[src/acs_pkg.sv]
// shared constants and carrier types for the auxiliary conversion sequencer
package acs_pkg;

    localparam int unsigned CLK_HZ        = 50_000_000;
    localparam int unsigned CLK_PERIOD_NS = 1_000_000_000 / CLK_HZ;

    // register byte offsets (low nine address bits)
    localparam logic [8:0] OFS_CMD    = 9'h000;
    localparam logic [8:0] OFS_CONFIG = 9'h004;
    localparam logic [8:0] OFS_STATUS = 9'h008;
    localparam int unsigned ADDR_MAP_W = 9;

    // command code field
    localparam int unsigned CMD_W      = 11;
    localparam logic [10:0] MAIN_MASK  = 11'h630;
    localparam logic [10:0] MAIN_VALUE = 11'h410;
    localparam logic [10:0] SEC_MASK   = 11'h7f0;
    localparam logic [10:0] SEC_VALUE  = 11'h400;
    localparam int unsigned BIT_OPEN_WIRE = 8;
    localparam int unsigned BIT_PULL      = 7;
    localparam int unsigned BIT_SEL4      = 6;

    // input selection codes
    localparam logic [4:0] SEL_ALL                   = 5'h00;
    localparam logic [4:0] SEL_GPIO_FIRST            = 5'h01;
    localparam logic [4:0] SEL_GPIO_LAST             = 5'h09;
    localparam logic [4:0] SEL_SECOND_REFERENCE      = 5'h10;
    localparam logic [4:0] SEL_DIGITAL_SUPPLY_SENSE  = 5'h11;
    localparam logic [4:0] SEL_ANALOG_SUPPLY_SENSE   = 5'h12;
    localparam logic [4:0] SEL_DIE_TEMPERATURE       = 5'h13;
    localparam logic [4:0] SEL_POSITIVE_SUPPLY_SENSE = 5'h14;
    localparam logic [4:0] SEL_NEGATIVE_SUPPLY_SENSE = 5'h15;
    localparam logic [4:0] SEL_RESISTOR_REF_SENSE    = 5'h16;
    localparam logic [4:0] SEL_RESERVED              = 5'h17;

    // configuration register fields
    localparam int unsigned CFG_SOAK_EN_BIT   = 0;
    localparam int unsigned CFG_RANGE_BIT     = 1;
    localparam int unsigned CFG_VALUE_LSB     = 4;
    localparam int unsigned SOAK_VALUE_W      = 4;

    // status register fields
    localparam int unsigned STS_BUSY_LSB      = 0;
    localparam int unsigned STS_CMD_CNT_LSB   = 8;
    localparam int unsigned STS_MAIN_SEL_LSB  = 16;
    localparam int unsigned STS_SEC_SEL_LSB   = 24;

    // soak step lengths per range and their cycle counts
    localparam int unsigned SOAK_SHORT_NS  = 20_000;
    localparam int unsigned SOAK_LONG_NS   = 640_000;
    localparam int unsigned SOAK_SHORT_CYC = SOAK_SHORT_NS / CLK_PERIOD_NS;
    localparam int unsigned SOAK_LONG_CYC  = SOAK_LONG_NS / CLK_PERIOD_NS;
    localparam int unsigned SOAK_CNT_W     = 20;

    localparam int unsigned CMD_CNT_W  = 8;
    localparam int unsigned RES_W      = 16;
    localparam int unsigned MEM_AW     = 6;
    localparam int unsigned NUM_PATHS  = 2;

    typedef enum logic [2:0] {ST_IDLE, ST_SETUP, ST_SOAK, ST_CONV, ST_STORE} acs_path_state_t;

    typedef struct packed {
        logic [4:0] mux_sel;
        logic       cs_on;
        logic       pull_up;
        logic       adc_start;
    } acs_path_out_t;

    typedef struct packed {
        logic              we;
        logic [MEM_AW-1:0] addr;
        logic [RES_W-1:0]  data;
    } acs_mem_wr_t;

endpackage

[src/acs_sequencer.sv]
// command-driven sequencer for the two auxiliary measurement paths
module acs_sequencer
    import acs_pkg::*;
#(
    parameter int unsigned SOAK_SHORT_STEP = SOAK_SHORT_CYC,
    parameter int unsigned SOAK_LONG_STEP  = SOAK_LONG_CYC
) (
    input  wire logic                        clk_sys,
    input  wire logic                        rst,
    input  wire logic                        hsel,
    input  wire logic [31:0]                 haddr,
    input  wire logic [1:0]                  htrans,
    input  wire logic                        hwrite,
    input  wire logic [2:0]                  hsize,
    input  wire logic                        hready,
    input  wire logic [31:0]                 hwdata,
    output logic      [31:0]                 hrdata,
    output logic                             hreadyout,
    output logic                             hresp,
    input  wire logic [NUM_PATHS-1:0]        adc_done,
    input  wire logic [NUM_PATHS-1:0][RES_W-1:0] adc_data,
    output acs_path_out_t [NUM_PATHS-1:0]    path_out
);

    typedef struct packed {
        acs_path_state_t       st;
        logic [4:0]            code;
        logic                  all_mode;
        logic                  ow;
        logic                  pull;
        logic [SOAK_CNT_W-1:0] soak_cnt;
        logic [RES_W-1:0]      res;
        acs_path_out_t         out;
    } acs_path_t;

    typedef struct packed {
        logic                    bus_pend;
        logic                    bus_rd;
        logic                    bus_wr;
        logic                    bus_map;
        logic [ADDR_MAP_W-1:0]   bus_addr;
        logic                    hreadyout;
        logic [31:0]             hrdata;
        logic                    soak_en;
        logic                    soak_range;
        logic [SOAK_VALUE_W-1:0] soak_value;
        logic [CMD_CNT_W-1:0]    cmd_cnt;
        acs_path_t [NUM_PATHS-1:0] path;
        acs_mem_wr_t             mem_wr;
    } acs_state_t;

    acs_state_t q;
    acs_state_t next_q;

    logic [RES_W-1:0]     mem_rd;
    logic [NUM_PATHS-1:0] go;
    logic [4:0]           go_sel [NUM_PATHS];
    logic [CMD_W-1:0]     cmd;
    logic                 cmd_wr;
    logic [SOAK_CNT_W-1:0] soak_load;

    // legal selection codes
    // legal selection for a path; the second path has no internal sources
    function automatic logic sel_ok(input logic second, input logic [4:0] s);
        sel_ok = (s <= SEL_GPIO_LAST) ||
                 (!second && s >= SEL_SECOND_REFERENCE && s <= SEL_RESISTOR_REF_SENSE);
    endfunction

    // next code of a round robin, zero once the last input is done
    function automatic logic [4:0] next_sel(input logic second, input logic [4:0] s);
        if (s == SEL_GPIO_LAST) begin
            next_sel = second ? SEL_ALL : SEL_SECOND_REFERENCE;
        end else if (s == SEL_RESISTOR_REF_SENSE) begin
            next_sel = SEL_ALL;
        end else begin
            next_sel = s + 5'h01;
        end
    endfunction

    acs_result_mem u_mem (
        .clk_sys (clk_sys),
        .rst     (rst),
        .wr      (q.mem_wr),
        .rd_addr (q.bus_addr[MEM_AW+1:2]),
        .rd_data (mem_rd)
    );

    // command decode from a register write in its data phase
    always_comb begin
        cmd    = hwdata[CMD_W-1:0];
        cmd_wr = q.bus_pend && q.bus_wr && q.bus_map && (q.bus_addr == OFS_CMD);
        go_sel[0] = {cmd[BIT_SEL4], cmd[3:0]};
        go[0] = cmd_wr && ((cmd & MAIN_MASK) == MAIN_VALUE) && sel_ok(1'b0, go_sel[0]);
        go_sel[1] = {1'b0, cmd[3:0]};
        // second path limited to general inputs
        go[1] = cmd_wr && ((cmd & SEC_MASK) == SEC_VALUE) && sel_ok(1'b1, go_sel[1]);
    end

    always_comb begin
        soak_load = '0;
        if (q.soak_en) begin
            if (q.soak_range) begin
                soak_load = SOAK_CNT_W'(q.soak_value * SOAK_LONG_STEP);
            end else begin
                soak_load = SOAK_CNT_W'(q.soak_value * SOAK_SHORT_STEP);
            end
        end
    end

    always_comb begin
        next_q = q;
        next_q.mem_wr.we = 1'b0;

        // bus slave: address phase, then one cycle for writes, two for reads
        if (q.bus_pend) begin
            next_q.bus_pend = 1'b0;
            if (q.bus_wr) begin
                if (q.bus_map && q.bus_addr == OFS_CONFIG) begin
                    next_q.soak_en    = hwdata[CFG_SOAK_EN_BIT];
                    next_q.soak_range = hwdata[CFG_RANGE_BIT];
                    next_q.soak_value = hwdata[CFG_VALUE_LSB +: SOAK_VALUE_W];
                end
                next_q.hreadyout = 1'b1;
            end else begin
                next_q.bus_rd = 1'b1;
            end
        end else if (q.bus_rd) begin
            next_q.bus_rd    = 1'b0;
            next_q.hreadyout = 1'b1;
            next_q.hrdata    = '0;
            if (q.bus_map && q.bus_addr[ADDR_MAP_W-1]) begin
                next_q.hrdata[RES_W-1:0] = mem_rd;
            end else if (q.bus_map && q.bus_addr == OFS_CONFIG) begin
                next_q.hrdata[CFG_SOAK_EN_BIT] = q.soak_en;
                next_q.hrdata[CFG_RANGE_BIT]   = q.soak_range;
                next_q.hrdata[CFG_VALUE_LSB +: SOAK_VALUE_W] = q.soak_value;
            end else if (q.bus_map && q.bus_addr == OFS_STATUS) begin
                next_q.hrdata[STS_BUSY_LSB]     = q.path[0].st != ST_IDLE;
                next_q.hrdata[STS_BUSY_LSB + 1] = q.path[1].st != ST_IDLE;
                next_q.hrdata[STS_CMD_CNT_LSB +: CMD_CNT_W] = q.cmd_cnt;
                next_q.hrdata[STS_MAIN_SEL_LSB +: 5] = q.path[0].code;
                next_q.hrdata[STS_SEC_SEL_LSB +: 5]  = q.path[1].code;
            end
        end else if (hsel && htrans[1] && hready) begin
            next_q.bus_pend  = 1'b1;
            next_q.bus_wr    = hwrite;
            next_q.bus_map   = haddr[31:ADDR_MAP_W] == '0;
            next_q.bus_addr  = haddr[ADDR_MAP_W-1:0];
            next_q.hreadyout = 1'b0;
        end

        if (go[0] || go[1]) begin
            next_q.cmd_cnt = q.cmd_cnt + CMD_CNT_W'(1);
        end

        // each path runs its own sequence
        for (int p = 0; p < NUM_PATHS; p++) begin
            next_q.path[p].out.adc_start = 1'b0;
            unique case (q.path[p].st)
                ST_IDLE: begin
                end
                ST_SETUP: begin
                    next_q.path[p].out.mux_sel = q.path[p].code;
                    // sources on with the mux, before soak
                    next_q.path[p].out.cs_on   = q.path[p].ow;
                    next_q.path[p].out.pull_up = q.path[p].pull;
                    next_q.path[p].soak_cnt    = soak_load;
                    next_q.path[p].st          = ST_SOAK;
                end
                ST_SOAK: begin
                    if (q.path[p].soak_cnt == '0) begin
                        next_q.path[p].out.adc_start = 1'b1;
                        next_q.path[p].st            = ST_CONV;
                    end else begin
                        next_q.path[p].soak_cnt = q.path[p].soak_cnt - SOAK_CNT_W'(1);
                    end
                end
                ST_CONV: begin
                    if (adc_done[p]) begin
                        // word kept per path so two paths finishing close together never mix
                        next_q.path[p].res = adc_data[p];
                        next_q.path[p].st  = ST_STORE;
                    end
                end
                ST_STORE: begin
                    // main path owns the write port when both finish together
                    if (p == 0 || q.path[0].st != ST_STORE) begin
                        // same result location with or without open wire
                        next_q.mem_wr.we   = 1'b1;
                        next_q.mem_wr.addr = {p[0], q.path[p].code};
                        next_q.mem_wr.data = q.path[p].res;
                        // round robin continues through all inputs
                        if (q.path[p].all_mode && next_sel(p[0], q.path[p].code) != SEL_ALL) begin
                            // ascending order, reserved code never visited
                            next_q.path[p].code = next_sel(p[0], q.path[p].code);
                            next_q.path[p].st   = ST_SETUP;
                        end else begin
                            next_q.path[p].st       = ST_IDLE;
                            next_q.path[p].out.cs_on = 1'b0;
                        end
                    end
                end
            endcase
            // restart on a new command; results untouched
            if (go[p]) begin
                next_q.path[p].st        = ST_SETUP;
                next_q.path[p].all_mode  = go_sel[p] == SEL_ALL;
                next_q.path[p].code      = (go_sel[p] == SEL_ALL) ? SEL_GPIO_FIRST : go_sel[p];
                // open wire only on the main path
                next_q.path[p].ow        = (p == 0) && cmd[BIT_OPEN_WIRE];
                next_q.path[p].pull      = (p == 0) && cmd[BIT_PULL];
                next_q.path[p].out.cs_on = 1'b0;
            end
        end
    end

    // bus idles ready so the first address phase after reset is taken at once
    always_ff @(posedge clk_sys or posedge rst) begin
        if (rst) begin
            q           <= '0;
            q.hreadyout <= 1'b1;
        end else begin
            q <= next_q;
        end
    end

    assign hrdata    = q.hrdata;
    assign hreadyout = q.hreadyout;
    assign hresp     = 1'b0;
    assign path_out  = {q.path[1].out, q.path[0].out};

    // helper views for the checks below
    acs_path_state_t       st0;
    logic [4:0]            code0;
    logic [SOAK_CNT_W-1:0] cnt0;
    logic [CMD_CNT_W-1:0]  cnt_cmd;
    acs_path_state_t       st1;
    logic [4:0]            code1;
    assign st0     = q.path[0].st;
    assign code0   = q.path[0].code;
    assign cnt0    = q.path[0].soak_cnt;
    assign cnt_cmd = q.cmd_cnt;
    assign st1     = q.path[1].st;
    assign code1   = q.path[1].code;
endmodule

[src/acs_result_mem.sv]
// result storage for both measurement paths, registered read port
module acs_result_mem
    import acs_pkg::*;
(
    input  wire logic              clk_sys,
    input  wire logic              rst,
    input  wire acs_mem_wr_t       wr,
    input  wire logic [MEM_AW-1:0] rd_addr,
    output logic      [RES_W-1:0]  rd_data
);

    localparam int unsigned DEPTH = 2 ** MEM_AW;

    logic [RES_W-1:0] mem [DEPTH];

    // reset to zero so unwritten channels read a defined value
    always_ff @(posedge clk_sys or posedge rst) begin
        if (rst) begin
            for (int i = 0; i < DEPTH; i++) begin
                mem[i] <= '0;
            end
            rd_data <= '0;
        end else begin
            if (wr.we) begin
                mem[wr.addr] <= wr.data;
            end
            rd_data <= mem[rd_addr];
        end
    end

endmodule

[config.mk]
export PLATFORM = sky130hd
export DESIGN_NAME = acs_sequencer
export DESIGN_NICKNAME = d
export VERILOG_FILES = /design/src/acs_pkg.sv /design/src/acs_sequencer.sv /design/src/acs_result_mem.sv
export SDC_FILE = /design/constraint.sdc
export NUM_CORES = 2
export LEC_CHECK = 0
export BUFFER_PORTS_ARGS = -buffer_cell sky130_fd_sc_hd__buf_2
export CAP_MARGIN = 20
export CORE_MARGIN = 3
export CORE_UTILIZATION = 35
export CTS_CLUSTER_SIZE = 10
export DETAILED_ROUTE_END_ITERATION = 12
export GPL_TIMING_DRIVEN = 0
export PLACE_DENSITY = 0.53
export SKIP_CTS_REPAIR_TIMING = 1
export SYNTH_ARGS = -nofsm -noshare
export SYNTH_HDL_FRONTEND = slang
export SYNTH_SLANG_ARGS = --single-unit
export TNS_END_PERCENT = 20
[constraint.sdc]
create_clock -name clk_sys -period 68.4 [get_ports clk_sys]
set_clock_uncertainty 0.2 [all_clocks]
set_input_delay 6.84 -clock clk_sys [delete_from_list [all_inputs] [get_ports clk_sys]]
set_output_delay 6.84 -clock clk_sys [all_outputs]
set_load 0.02 [all_outputs]
* Word level (Yosys, flattened, before mapping)
Index checks and enable logic that the tools add are counted.
** Word-level totals
- Logic and storage cells :: 268
- Output and inout bits :: 50
- Input port bits :: 108
- Register bits :: 1224
** Operators by class
- Equality and inequality tests :: 28
- Bitwise logic cells :: 4
- Reductions and logical operators :: 54
- $lt $le $gt $ge :: 7
- Add/subtract/negate cells :: 5
- Muxes and demuxes :: 70
- Multipliers :: 2
** Operator list (count)
- bitwise mux 1024 bit :: 1
- binary-select mux 16 bit (select 6 bit) :: 1
- demux 16 bit (select 6 bit) :: 1
- 2-to-1 mux 5 bit :: 16
- one-hot mux 20 bit (2 select lines) :: 2
- 2-to-1 mux 23 bit :: 3
- 2-to-1 mux 16 bit :: 3
- logical NOT 20 bit :: 2
- 2-to-1 mux 20 bit :: 2
- subtractor 20 x 1 -> 20 bit (second input constant) :: 2
- 2-to-1 mux 19 bit :: 2
- 2-to-1 mux 13 bit :: 2
- != test 3 bit (second input constant) :: 8
- one-hot mux 3 bit (4 select lines) :: 2
- logical NOT 23 bit :: 1
- multiplier 4 x 7 -> 11 bit (second input constant) :: 2
- 2-to-1 mux 11 bit :: 2
- nonzero test 5 bit :: 4
- 2-to-1 mux 1 bit :: 18
- logical AND 1 bit :: 16
- AND reduction 2 bit :: 8
- AND reduction 3 bit :: 5
- nonzero test 3 bit :: 5
- >= comparator 7 bit (second input constant) :: 2
- other kinds (30) :: 60

* Longest topological paths before layout
- Depth in word-level cells :: 11
- Mapped depth :: 11
- Depth with buffers taken out :: 11

* By module
Synthesis repeated with hierarchy kept, for this count alone.
** Second synthesis, totals
- Cells, all modules :: 4078
- Area total of the unflattened synthesis :: 57488.9 sq um
** By module, submodules not included
- acs_result_mem :: instances 1, cells each 3069, area each 47529.3 sq um, seq. area each 26025.0 sq um
- acs_sequencer :: instances 1, cells each 1009, area each 9959.6 sq um, seq. area each 4580.6 sq um

* Least setup slack after synthesis
Ideal clock, no wire load.
- Path kind :: input to register
- From :: input hwdata[5]
- To :: register q, in the netlist cnt_cmd[1]
- Data required time :: 68075 ps
- Setup slack :: 59940 ps
- Arrival time :: 8135 ps
- Library setup time :: 125 ps
- Buffers on the path :: 0
- Stages on the path :: 5
- Cell sequence :: nor4b_1 > and4b_1 > nand4_1 > nand2_1 > mux2_2
** Between the ends
- Longest elaborated chain between the ends :: 4
- Elaborated cells on any way between the ends :: 7
- Those cells by class :: eq/ne: 2; reduce/logical: 5
** Ends and longest elaborated chain
- start: declaration :: RTL line acs_sequencer.sv:16 : input wire logic [31:0] hwdata,
- equality test 7 bit / equality test 4 bit (equally long branches) :: RTL line acs_sequencer.sv:96, acs_sequencer.sv:93
- logical AND 1 bit, on equally long branches (2 in series) :: RTL line acs_sequencer.sv:96, acs_sequencer.sv:93
- logical OR 1 bit (*) :: RTL line acs_sequencer.sv:152 : if (go[0] || go[1]) begin
- end signal: assignment :: RTL line acs_sequencer.sv:223 : q <= next_q;
- end: declaration :: RTL line acs_sequencer.sv:52 : acs_state_t q;
Every way passes the cells marked *; elsewhere a longest branch is shown, timed or not.
A chain may end at the register's enable or synchronous reset.

* Final worst setup path
Same ends and word-level chain as after synthesis.

==> reports/qor.yml <==
drt:
  vias_per_cell: 5.67
  remaining_drc_errors: 0
  drt_pass1_iterations: 7
  first_iter_violations: 3506
  num_vias: 36800
  wl_per_cell_um: 30.6
  routed_wl_um: 198000
  drtAntennaViolNets: 0
place:
  routabilityCongestion: 0.933
  post-place-cells: 6302
  placed_area_um2: 60500
  dp_slack_ps: 58400
  portBuffers: 123
  dp_hpwl_um: 140000
pwr:
  p_comb_share_pct: 11.9
  clock_power_share_pct: 43.5
  p_total_mw: 1.64
  p_sw_mw: 0.454
  swShare_pct: 27.7
  power_density_nw_per_um2: 25.3
  p_int_mw: 1.18
  vdd_drop_max_mv: 0.0263
  power_frac_seq_pct: 44.6
  leakage_nw: 30.4
worst_setup_path:
  crit_type: "in2reg"
  cp-startpoint: "hwdata[5]"
  crit_path_end_kind: "register"
  crit_slowest_cell: "nor4b_1"
  critPathLaunchType: "input port"
  path_buf_inv: 1
  worstPathCellList: "buf_2 -> nor4b_1 -> and4b_1 -> nand4_1 -> nand2_1 -> mux2_2"
  reg2reg_depth: 8
  cp_top_family: "simple AND/OR/NAND/NOR gates"
  max_stage_delay_ps: 910
  arrival_ps: 9600
  crit_fanout: 8
  required_ps: 68850
  rr_startpoint: "q[182]"
  worst-path-stages: 6
  rrSetupSlack_ps: 63090
  r2r-end: "u_mem.rd_data[6]"
  crit_path_end: "cnt_cmd[1]"
floorplanning:
  die_area_um2: 166000
  die_h_um: 408
  start_util_pct: 35.4
  die_w_um: 408
  core_area_um2: 159000
  io_pins: 158
  fp-row-count: 146
synthesis:
  async_flop_share_pct: 100
  synth-xor-area-share_pct: 0.310
  synth_area_um2: 56500
  synthCells: 3986
  synth_top_family_by_area: "multiplexers"
  ys_warn_count: 0
  yosys.area_share.simple_pct: 4.34
  synth_seq_area_share_pct: 54.2
  ys_ff_latch: 1223
  syn_area_per_cell_um2: 14.2
  synth_edf_count: 0
  ys.flop_type: "dfrtp_1"
  yosys.area_share.adder_pct: 0.758
  yosysUniqueCellTypes: 79
  synth_mux_area_share_pct: 32.5
  synth_compound_area_share_pct: 4.63
finish:
  final_common_cell: "dfrtp_1"
  final_cell_area_um2: 64700
  fin_util_pct: 40.6
  finalNonFillerCells: 6490
  final_cell_mix: "dfrtp_1 (1222), mux2_2 (1078), clkbuf_1 (283), mux4_2 (256), nand2_1 (191)"
  fill_cells: 15000
  nets: 4440
  antenna_cells: 0
  seqCellArea_um2: 30600
  multi_input_area_um2: 24100
  layout-drive-gt1-share_pct: 41.6
  syn_to_final_growth_pct: 14.5
global_routing:
  grt_pass1_wl_um: 283000
  grt_pass1_vias: 37600
  antenna_found_initial: 11
  grt_usage_pct: 23.7
  grt_start_max_net_pins: 126
  overflow: 0
sta:
  fin_crit_ps: 9150
  drv_slew: 0
  period_share_pct: 13.4
  fmax_mhz: 109
  final-setup-viol-count: 0
  setup_tns_ps: 0
  finalHoldViolations: 0
  fin_hold_ws_ps: 271
  slew_headroom_pct: 17.6
  layout_setup_ws_ps: 59250
  worst_slew_pin_slew_ps: 1230
  rsz0062_at_grt: "no"
cts:
  clock_sinks: 1223
  clk_pin_slew_worst_paths_ps: 50
  clk_path_buf_depth: 3
  insertion_delay_ps: 780
  htree_levels: 4
  numCtsBuffers: 144
  cts_tree: "done"
  root_buffer: "clkbuf_16"
hold_path:
  min_path_type: "reg2reg"
job:
  drv_cap: 0
status:
  status: "complete, no violations"
Yosys cell counts (15+ instances only):
cell | count | area [um^2]
mux2_2 | 1078 | 12100
buf_2 | 35 | 175
a21oi_1 | 71 | 355
mux2i_1 | 47 | 470
o21ai_0 | 128 | 641
a22oi_1 | 67 | 503
buf_4 | 50 | 375
inv_1 | 28 | 105
nor4_1 | 16 | 100
buf_1 | 15 | 56.3
mux4_2 | 256 | 5770
nor3_1 | 38 | 190
o22ai_1 | 31 | 194
ha_1 | 23 | 288
dfrtp_1 | 1222 | 30600
nor2_1 | 102 | 383
a31oi_1 | 16 | 100
nand3_1 | 38 | 190
nand2_1 | 191 | 717
clkbuf_1 | 286 | 1070
nand2b_1 | 19 | 119
cell families (layout without fill, tap and decap cells):
| kind of cell | count (synthesis) | after routing |
|---|---|---|
| simple gates | 505 | 505 |
| other cells | 1 | 9 |
| compound gates | 410 | 410 |
| xor+xnor | 20 | 20 |
| fa+ha+maj | 30 | 30 |
| flops | 1223 | 1223 |
| buf+inv | 416 | 766 |
| mux | 1381 | 1381 |
metal layers:
| metal | up-vias | track usage, % | part of all wire (%) |
|---|---|---|---|
| li1 | 15200 | - | - |
| met1 | 19900 | 32.5 | 44 |
| met2 | 1238 | 37.3 | 46 |
| met3 | 378 | 4.29 | 5.9 |
| met4 | 0 | 9.56 | 4.3 |
| met5 | - | 0 | 0 |
area by class of cell:
class                   instances  share of cell area, %
clock buffers                 176                   6.13
repair buffers                162                   2.04
plain buffers                 388                   2.67
multi-input cells            2355                   37.2
well taps                    2146                   4.15
flip-flops and latches       1223                   47.3
inverters                      28                  0.174
clock inverters                12                  0.277
worst min-delay path by stage:
stage                                start         end  slack, ps  depth (start not counted)
after floorplan                      q[67]       q[67]        240                          2
after global placement    u_mem.rd_data[3]   hrdata[3]        260                          1
after detailed placement             q[67]       q[67]        260                          2
after CTS                       cnt_cmd[7]  cnt_cmd[7]        280                          1
after global routing            cnt_cmd[7]  cnt_cmd[7]        300                          1
final                                q[41]       q[10]        270                          2
power by group through the flow:
stage               combinational (mW)  sequential, mW  clock, mW
finish                           0.196           0.730      0.713
CTS                              0.194           0.730      0.725
global placement                 0.182           0.745          0
floorplan                       0.0853           0.744          0
detailed placement               0.194           0.743          0
global route                     0.200           0.730      0.753
worst min-delay path, delay by kind of cell (launching register included):
| family | cells | cell delay [ps] |
|---|---|---|
| and+or+nand+nor | 1 | 50 |
| AOI/OAI and AO/OA | 1 | 60 |
| DFF | 1 | 330 |
flip-flops by register name (all words and copies together) (netlist names):
name           cells
cnt_cmd            8
path_out          14
code1              5
q                 98
code0              5
u_mem.rd_data     16
st1                3
hrdata            26
st0                3
cnt0              20
u_mem.mem       1024
hreadyout          1
No activity file was read; power rests on OpenSTA's default activity.
